--- src/verilog/mrc_pkg.sv ---
// Purpose: Constants and types for the meter remote command interpreter
// Assumes: Commands arrive already parsed into opcode and numeric arguments
package mrc_pkg;
	typedef enum logic [3:0] {
		MRC_OP_NONE, MRC_OP_CUR_SPAN, MRC_OP_VOLT_SPAN, MRC_OP_SPAN_QRY, MRC_OP_PANEL_INIT,
		MRC_OP_RATED_TIME, MRC_OP_SENSOR_GAIN, MRC_OP_GAIN_APPLY, MRC_OP_SAMPLE,
		MRC_OP_STORE, MRC_OP_RECALL, MRC_OP_CLOCK, MRC_OP_PRESET, MRC_OP_FORMAT,
		MRC_OP_WIRING, MRC_OP_ZERO_CAL
	} mrc_op_t;

	typedef struct packed {
		mrc_op_t     op;
		logic [1:0]  elem;
		logic [15:0] arg1;
		logic [15:0] arg2;
		logic [15:0] arg3;
	} mrc_cmd_t;

	typedef struct packed {
		logic [4:0] cur_span;
		logic [3:0] volt_span;
		logic [2:0] sample;
		logic       gain_on;
		logic       binary_fmt;
		logic [2:0] wiring;
		logic [9:0] rated_h;
		logic [5:0] rated_m;
		logic [9:0] preset_h;
		logic [5:0] preset_m;
	} mrc_panel_t;

	localparam logic [7:0] MRC_ERR_NONE  = 8'h00;
	localparam logic [7:0] MRC_ERR_PARAM = 8'h0C;
	localparam logic [7:0] MRC_ERR_EXEC  = 8'h0D;

	localparam logic [3:0]  MRC_VSPAN_MIN  = 4'h3;
	localparam logic [3:0]  MRC_VSPAN_MAX  = 4'hA;
	localparam logic [4:0]  MRC_CSPAN_MIN  = 5'h04;
	localparam logic [4:0]  MRC_CSPAN_MAX  = 5'h17;
	localparam logic [15:0] MRC_HOUR_MAX   = 16'h03E7;
	localparam logic [15:0] MRC_MIN_MAX    = 16'h003B;
	localparam logic [15:0] MRC_DAYH_MAX   = 16'h0017;
	localparam logic [15:0] MRC_SAMPLE_MAX = 16'h0004;
	localparam logic [15:0] MRC_FILE_MIN   = 16'h0001;
	localparam logic [15:0] MRC_FILE_MAX   = 16'h0008;
	localparam logic [15:0] MRC_WIRE_MAX3  = 16'h0003;
	localparam logic [15:0] MRC_WIRE_MAX4  = 16'h0005;
	localparam logic [15:0] MRC_FMT_MAX    = 16'h0001;
	// Gain held in units of 1e-4 above the integer part: arg1 integer, arg2 fraction
	localparam logic [15:0] MRC_GAIN_INT_MAX = 16'h2710;
	localparam logic [15:0] MRC_GAIN_NEW_MIN = 16'h03E8;
	localparam logic [15:0] MRC_GAIN_OLD_MIN = 16'h2328;
	localparam logic [15:0] MRC_FRAC_MAX     = 16'h270F;

	localparam int MRC_FILES = 8;
	localparam int MRC_ELEMS = 3;

	localparam int MRC_SB_COMP  = 0;
	localparam int MRC_SB_INTEG = 1;
	localparam int MRC_SB_SYNT  = 2;
	localparam int MRC_SB_OVER  = 3;
	localparam int MRC_SB_PRINT = 4;
	localparam int MRC_SB_ERROR = 5;
	localparam int MRC_SB_SRQ   = 6;
	localparam int MRC_SB_BUSY  = 7;

	localparam logic [3:0] MRC_MASK_RESET = 4'h0;

	localparam mrc_panel_t MRC_PANEL_DEFAULT = '{
		cur_span: 5'h09, volt_span: 4'h9, sample: 3'h0, gain_on: 1'b0,
		binary_fmt: 1'b0, wiring: 3'h1, rated_h: 10'h001, rated_m: 6'h00,
		preset_h: 10'h001, preset_m: 6'h00};
endpackage : mrc_pkg
--- src/verilog/mrc_cmd_status.sv ---
// Purpose: Remote command interpreter and status byte of a power meter
// Assumes: One command per cmd_valid_i pulse; events are one-cycle pulses
// Notes: Communication settings live outside and are never touched here
`timescale 1ns/100ps
module mrc_cmd_status
	import mrc_pkg::*;
(
	// Clock and reset
	input  wire logic       clk_i,
	input  wire logic       rst_i,
	// Parsed command
	input  wire logic       cmd_valid_i,
	input  wire mrc_cmd_t   cmd_i,
	input  wire logic       srq_mask_we_i,
	input  wire logic [3:0] srq_mask_i,
	// Variant straps
	input  wire logic       four_wire_i,
	input  wire logic       new_rom_i,
	// Measurement events and state
	input  wire logic       integ_busy_i,
	input  wire logic       harmonic_i,
	input  wire logic       print_busy_i,
	input  wire logic       comp_end_i,
	input  wire logic       integ_end_i,
	input  wire logic       overrange_i,
	input  wire logic       cmd_error_i,
	// Serial poll
	input  wire logic       poll_i,
	output logic      [7:0] poll_byte_o,
	output logic            srq_o,
	// Results
	output logic            done_o,
	output logic      [7:0] err_num_o,
	output logic            over_cause_o,
	output logic            span_qry_valid_o,
	output logic      [3:0] span_qry_o,
	output mrc_panel_t      panel_o,
	output logic [MRC_ELEMS-1:0][15:0] gain_int_o,
	output logic [MRC_ELEMS-1:0][15:0] gain_frac_o,
	output logic            zero_cal_o,
	output logic      [4:0] clk_hour_o,
	output logic      [5:0] clk_min_o,
	output logic      [5:0] clk_sec_o,
	output logic            send_header_o
);
	mrc_panel_t  panel_q, panel_d;
	mrc_panel_t  files_q [MRC_FILES];
	logic [MRC_ELEMS-1:0][15:0] gint_q, gfrac_q;
	logic [3:0]  mask_q;
	logic [5:0]  sb_q;
	logic [7:0]  err_q, poll_q;
	logic        over_q, done_q, qv_q, zc_q;
	logic [3:0]  qspan_q;
	logic [4:0]  hh_q;
	logic [5:0]  mm_q, ss_q;

	wire logic       go        = cmd_valid_i;
	wire mrc_op_t    op        = cmd_i.op;
	wire logic [15:0] a1       = cmd_i.arg1;
	wire logic [15:0] a2       = cmd_i.arg2;
	wire logic [15:0] a3       = cmd_i.arg3;
	wire logic       elem_ok   = (cmd_i.elem != 2'h2) || four_wire_i;
	wire logic       hm_ok     = (a1 <= MRC_HOUR_MAX) && (a2 <= MRC_MIN_MAX);
	wire logic       rated_ok  = hm_ok && ((a1 != 16'h0000) || (a2 != 16'h0000));
	wire logic       vspan_ok  = (a1[15:4] == 12'h000) && (a1[3:0] >= MRC_VSPAN_MIN)
		&& (a1[3:0] <= MRC_VSPAN_MAX);
	wire logic       cspan_ok  = (a1[15:5] == 11'h000) && (a1[4:0] >= MRC_CSPAN_MIN)
		&& (a1[4:0] <= MRC_CSPAN_MAX);
	wire logic [15:0] gmin     = new_rom_i ? MRC_GAIN_NEW_MIN : MRC_GAIN_OLD_MIN;
	// Gain as integer.fraction; low limit compared on integer*1e4-scaled fraction
	wire logic [31:0] gval     = 32'(a1) * 32'd10000 + 32'(a2);
	// Limit constants are already in 1e-4 units, so no rescale is needed
	wire logic [31:0] glo      = 32'(gmin);
	wire logic       gain_ok   = (a2 <= MRC_FRAC_MAX) && (gval >= glo)
		&& ((a1 < MRC_GAIN_INT_MAX) || ((a1 == MRC_GAIN_INT_MAX) && (a2 == 16'h0000)));
	wire logic       file_ok   = (a1 >= MRC_FILE_MIN) && (a1 <= MRC_FILE_MAX);
	wire logic [2:0] fidx      = 3'(a1 - MRC_FILE_MIN);
	wire logic       clock_ok  = (a1 <= MRC_DAYH_MAX) && (a2 <= MRC_MIN_MAX)
		&& (a3 <= MRC_MIN_MAX);
	wire logic [15:0] wmax     = four_wire_i ? MRC_WIRE_MAX4 : MRC_WIRE_MAX3;
	wire logic       wire_ok   = (a1 != 16'h0000) && (a1 <= wmax);
	wire logic       busy_op   = (op == MRC_OP_CUR_SPAN) || (op == MRC_OP_VOLT_SPAN)
		|| (op == MRC_OP_SAMPLE) || (op == MRC_OP_ZERO_CAL);
	wire logic       exec_err  = busy_op && integ_busy_i;
	logic       par_ok;
	logic [7:0] err_d;

	always_comb begin
		par_ok = 1'b1;
		case (op)
			MRC_OP_CUR_SPAN:    par_ok = cspan_ok && elem_ok;
			MRC_OP_VOLT_SPAN:   par_ok = vspan_ok && elem_ok;
			MRC_OP_SPAN_QRY:    par_ok = (cmd_i.elem != 2'h0) && elem_ok;
			MRC_OP_RATED_TIME:  par_ok = rated_ok;
			MRC_OP_SENSOR_GAIN: par_ok = gain_ok && elem_ok;
			MRC_OP_GAIN_APPLY:  par_ok = a1 <= MRC_FMT_MAX;
			MRC_OP_SAMPLE:      par_ok = a1 <= MRC_SAMPLE_MAX;
			MRC_OP_STORE:       par_ok = file_ok;
			MRC_OP_RECALL:      par_ok = file_ok;
			MRC_OP_CLOCK:       par_ok = clock_ok;
			MRC_OP_PRESET:      par_ok = hm_ok;
			MRC_OP_FORMAT:      par_ok = a1 <= MRC_FMT_MAX;
			MRC_OP_WIRING:      par_ok = wire_ok;
			default:            par_ok = 1'b1;
		endcase
		if (!par_ok)
			err_d = MRC_ERR_PARAM;
		else if (exec_err)
			err_d = MRC_ERR_EXEC;
		else
			err_d = MRC_ERR_NONE;
	end

	wire logic accept = go && (err_d == MRC_ERR_NONE);

	always_comb begin
		panel_d = panel_q;
		if (accept) begin
			case (op)
				MRC_OP_CUR_SPAN:   panel_d.cur_span = a1[4:0];
				MRC_OP_VOLT_SPAN:  panel_d.volt_span = a1[3:0];
				MRC_OP_PANEL_INIT: panel_d = MRC_PANEL_DEFAULT;
				MRC_OP_RATED_TIME: begin
					panel_d.rated_h = a1[9:0];
					panel_d.rated_m = a2[5:0];
				end
				MRC_OP_GAIN_APPLY: panel_d.gain_on = a1[0];
				MRC_OP_SAMPLE:     panel_d.sample = a1[2:0];
				MRC_OP_RECALL:     panel_d = files_q[fidx];
				MRC_OP_PRESET: begin
					panel_d.preset_h = a1[9:0];
					panel_d.preset_m = a2[5:0];
				end
				MRC_OP_FORMAT:     panel_d.binary_fmt = a1[0];
				MRC_OP_WIRING:     panel_d.wiring = a1[2:0];
				default:           panel_d = panel_q;
			endcase
		end
	end

	// Enabled events; busy bits never reach the request
	wire logic [3:0] ev     = {overrange_i, cmd_error_i || (go && err_d != MRC_ERR_NONE),
		integ_end_i, comp_end_i};
	wire logic [3:0] ev_en  = ev & mask_q;
	wire logic [5:0] ev_set = {overrange_i || ev[2], ev_en[3], ev_en[2], ev_en[1],
		ev_en[0], 1'b0} >> 1;
	wire logic [4:0] sticky = sb_q[4:0];
	wire logic       srq    = |sb_q[3:0];
	wire logic [7:0] live   = {integ_busy_i, srq, sb_q[4], print_busy_i, sb_q[3:0]};

	always_ff @(posedge clk_i or posedge rst_i) begin
		if (rst_i) begin
			panel_q <= MRC_PANEL_DEFAULT;
			mask_q  <= MRC_MASK_RESET;
			sb_q    <= 6'h00;
			err_q   <= MRC_ERR_NONE;
			poll_q  <= 8'h00;
			over_q  <= 1'b0;
		end else begin
			panel_q <= panel_d;
			if (srq_mask_we_i)
				mask_q <= srq_mask_i;
			// Poll snapshot and clear in one edge; events this edge survive
			if (poll_i)
				poll_q <= live;
			sb_q <= {1'b0, (poll_i ? 5'h00 : sticky) | ev_set[4:0]};
			if (go && err_d != MRC_ERR_NONE)
				err_q <= err_d;
			if (overrange_i)
				over_q <= 1'b1;
			else if (poll_i)
				over_q <= 1'b0;
		end
	end

	always_ff @(posedge clk_i or posedge rst_i) begin
		if (rst_i) begin
			done_q  <= 1'b0;
			qv_q    <= 1'b0;
			qspan_q <= 4'h0;
			zc_q    <= 1'b0;
			hh_q    <= 5'h00;
			mm_q    <= 6'h00;
			ss_q    <= 6'h00;
			gint_q  <= '0;
			gfrac_q <= '0;
		end else begin
			done_q  <= go;
			qv_q    <= accept && (op == MRC_OP_SPAN_QRY);
			qspan_q <= panel_q.volt_span;
			zc_q    <= accept && (op == MRC_OP_ZERO_CAL) && !harmonic_i;
			if (accept && op == MRC_OP_CLOCK) begin
				hh_q <= a1[4:0];
				mm_q <= a2[5:0];
				ss_q <= a3[5:0];
			end
			for (int e = 0; e < MRC_ELEMS; e++) begin
				if (accept && op == MRC_OP_SENSOR_GAIN
						&& (cmd_i.elem == 2'h0 || cmd_i.elem == 2'(e + 1))) begin
					gint_q[e]  <= a1;
					gfrac_q[e] <= a2;
				end
			end
		end
	end

	// Setup files are storage only; recall above keeps comms since they live outside
	always_ff @(posedge clk_i) begin
		if (accept && op == MRC_OP_STORE)
			files_q[fidx] <= panel_q;
	end

	assign poll_byte_o      = poll_q;
	assign srq_o            = srq;
	assign done_o           = done_q;
	assign err_num_o        = err_q;
	assign over_cause_o     = over_q;
	assign span_qry_valid_o = qv_q;
	assign span_qry_o       = qspan_q;
	assign panel_o          = panel_q;
	assign gain_int_o       = gint_q;
	assign gain_frac_o      = gfrac_q;
	assign zero_cal_o       = zc_q;
	assign clk_hour_o       = hh_q;
	assign clk_min_o        = mm_q;
	assign clk_sec_o        = ss_q;
	assign send_header_o    = !panel_q.binary_fmt;
endmodule : mrc_cmd_status

--- config.mk ---
export PLATFORM = sky130hd
export DESIGN_NAME = mrc_cmd_status
export DESIGN_NICKNAME = d
export VERILOG_FILES = /design/src/verilog/mrc_pkg.sv /design/src/verilog/mrc_cmd_status.sv
export SDC_FILE = /design/constraint.sdc
export NUM_CORES = 1
export LEC_CHECK = 0
export ABC_AREA = 0
export BUFFER_PORTS_ARGS = -buffer_cell sky130_fd_sc_hd__buf_2
export CAP_MARGIN = 20
export CORE_ASPECT_RATIO = 0.7
export CORE_UTILIZATION = 25
export DETAILED_ROUTE_END_ITERATION = 10
export PLACE_DENSITY = 0.37
export SYNTH_ARGS = -nofsm -noshare
export SYNTH_HDL_FRONTEND = slang
export SYNTH_SLANG_ARGS = --single-unit
--- constraint.sdc ---
create_clock -name clk_i -period 5.9 [get_ports clk_i]
set_input_delay 0.295 -clock clk_i [delete_from_list [all_inputs] [get_ports clk_i]]
set_output_delay 0.295 -clock clk_i [all_outputs]
set_load 0.03 [all_outputs]
==> impl_metrics.json <==
{
  "setup_viol_count_final": 494,
  "netlist.area_leader.share_pct": 43.68,
  "routed_wl_mm": 102.6,
  "finalCritPeriodShare_pct": 106.5,
  "core_sq_um": 106600,
  "critPathLaunchType": "primary input",
  "synth_top_cell_by_area": "edfxtp_1",
  "slew_headroom_pct": 29.33,
  "antenna_found_initial": 4,
  "max-cap-violations": 0,
  "slowest_stage": "fa_1",
  "viasPerCell": 4.769,
  "postSynthAreaPerCell_sq_um": 13.20,
  "switching_share_pct": 34.19,
  "fin_nets": 2795,
  "cts-root-buf": "clkbuf_16",
  "skew_ps": 26.41,
  "drtPass1Iterations": 8,
  "grt.met1_usage_pct": 27.13,
  "leakage_nw": 14.66,
  "grt_max_degree": 107,
  "drv_slew": 0,
  "drive_gt1_share_pct": 31.74,
  "htree_num_levels": 3,
  "ant_nets": 0,
  "p_comb_share_pct": 33.5,
  "setup_ws_ps": -384.5,
  "cts_buffers": 67,
  "power_mw": 14.63,
  "outcome": "complete, but fails checks",
  "power_density_nw_per_um2": 407.0,
  "grt_usage_pct": 18.52,
  "synth.most_common_cell": "edfxtp_1",
  "vdd_ir_drop_max_uv": 286.4,
  "num_rows": 100,
  "async_flop_share_pct": 32.53,
  "finalHoldViolations": 0,
  "cts_buffer_depth": 3,
  "rsz0062_at_grt": "true",
  "clockPowerShare_pct": 30.3,
  "cts_sinks": 581,
  "place_hpwl_mm": 65.64,
  "drc": 0,
  "max_stage_delay_ps": 580,
  "internal_power_mw": 9.629,
  "finalSetupTns_ps": -137900,
  "syn_inst": 2041,
  "initial_core_util_pct": 25.28,
  "syn_area_sq_um": 26950,
  "fp.dieArea_sq_um": 109100,
  "worstPathMaxFanout": 15,
  "critPathCaptureType": "flop",
  "fmax_mhz": 159.1,
  "layout_min_cycle_time_ps": 6284,
  "cts.clk_slew.worst_paths_ps": 60,
  "ys_ff_latch": 581,
  "use_met2_pct": 26.93,
  "required_ps": 6230,
  "clk_latency_ps": 650,
  "crit_path_frequent_cell": "inv_2",
  "worst_slew_pin_slew_ps": 1050,
  "grt_pass1_vias": 19650,
  "die_w_um": 394.4,
  "violations": "setup timing",
  "synth_area_leaders": "edfxtp_1, dfrtp_1, ha_1, mux2_2, a21oi_1",
  "wl_per_cell_um": 25.35,
  "drt_iter0_drc": 1565,
  "synth_cell_types": 83,
  "synth-seq-area-share_pct": 61.26,
  "cts_tree": "yes",
  "p_sw_mw": 5.003,
  "yosys_most_used_dff": "edfxtp_1",
  "area_delta_synth_final_pct": 33.42,
  "top_usage_layer": "met1",
  "ys_warn_count": 0,
  "worstPathArrival_ps": 6620,
  "vias": 19310,
  "netlist_top_cells_count": "edfxtp_1, dfrtp_1, a21oi_1, nand2_1, ha_1",
  "synth_edf_count": 392,
  "hold_path.class": "in -> reg",
  "worst-setup-path-type": "in -> reg",
  "grt_overflow_total": 0,
  "use_met3_pct": 4.878,
  "die_h_um": 276.7,
  "grt_pass1_wl_mm": 145.9,
  "io_pins": 260,
  "port_buffers": 254,
  "power_frac_seq_pct": 36.2,
  "gp_congestion": 0.8187
}
## power by group through the flow
stage / Sequential (mW) / Clock [mW] / Combinational, mW
floorplan: 5.52 / 0 / 2.29
global placement: 5.38 / 0 / 4.53
detailed placement: 5.40 / 0 / 4.52
CTS: 5.31 / 4.57 / 4.77
global route: 5.36 / 4.71 / 5.36
finish: 5.29 / 4.44 / 4.90
## per-stage QoR
step           hold WS (ps)  std cells  area (sq um)  util, %  setup slack [ps]
2_1_floorplan         326.4       2045         27210        -             -1839
3_3_place_gp          400.0       3824         31650    29.69             -1148
3_5_place_dp          406.9       3825         31660    29.70             -1269
4_1_cts               16.27       4032         35590    33.38            -323.3
5_1_grt               23.95       4046         35950    33.72            -590.3
6_report              51.61       4049         35950    33.73            -384.5
## critical path, delay by kind of cell
family          cells  cell delay [ps]
compound gates      8             1030
xor+xnor            1              190
fa+ha+maj           7             2590
buf+inv            10             1030
simple gates        6             1430
## state kept, by name (all words and copies together) (netlist names), 2 cells and up
signal and count:
files_q 392, span_qry_o 4, clk_sec_o 6, mask_q 4, gain_int_o 48, panel_o 49
poll_byte_o 8, gain_frac_o 48, err_num_o 2, clk_min_o 6, sb_q 5, clk_hour_o 5
## cell type report
| class | instances | area [sq um] |
|---|---|---|
| antenna | 3 | 7.507 |
| tap | 1428 | 1787 |
| multi-input combinational | 1253 | 10050 |
| clock buffer | 86 | 1862 |
| clock inverter | 37 | 452.9 |
| timing repair buffer | 550 | 4851 |
| fill | 10560 | 70650 |
| sequential | 581 | 16510 |
| inverter | 111 | 435.4 |
## final timing paths
check | startpoint | to | slack (ps) | cells after the start
worst max-delay path | cmd_i[36] | files_q[4][27] | -380 | 32
worst min-delay path | cmd_i[24] | gain_frac_o[40] | 50 | 2
worst max register to register | files_q[6][46] | panel_o[46] | 4150 | 7
worst min register to register | sb_q[4] | sb_q[4] | 480 | 1
max in group asynchronous | rst_i | span_qry_o[1] | 4390 | 4
min in group asynchronous | rst_i | gain_frac_o[10] | 250 | 3
## kinds of logic (layout without fill, tap and decap cells)
group                      count (synthesis)  count (layout)  synth area share (%)
AOI/OAI and AO/OA                        474             475                 11.14
DFF                                      581             581                 61.26
muxes                                    173             173                 7.884
adders and majority gates                159             159                 8.385
xor gates and xnor gates                  26              26                0.8450
other                                      1               8               0.01392
buffers and inverters                    212             784                 3.320
and+or+nand+nor                          415             415                 7.150
## routing by layer
layer	routed length, um	vias up
li1	-	8739
met1	49570	9909
met2	43490	554
met3	7512	108
met4	2044	0
met5	0	-
## layout by cell type, fill, tap and decap left out, types with 20 or more instances in the layout
master,synthesis,routed
nor3_1,29,21
buf_2,4,252
dfrtp_1,182,182
ha_1,123,118
dlygate4sd3_1,0,26
a222oi_1,20,20
buf_16,0,28
o21ai_0,97,78
buf_4,8,176
nand3_1,21,21
nand2_1,147,146
mux2_2,92,90
edfxtp_1,392,392
inv_1,109,99
mux2i_1,48,48
a21oi_1,152,148
clkbuf_16,0,77
buf_12,0,42
a31oi_1,63,63
nor2_1,115,108
mux4_2,21,21
fa_1,36,36
## repair_timing
| action | 4_1_cts | 5_1_grt |
|---|---|---|
| cloned | 26 | 9 |
| setup buffers | 35 | 6 |
| hold buffers | 26 | 0 |
| gates resized for setup | 95 | 22 |
| pin swaps | 20 | 7 |
| hold endpoints to repair | 112 | 0 |
| setup endpoints to repair | 498 | 499 |
No activity file was read; power rests on OpenSTA's default activity.
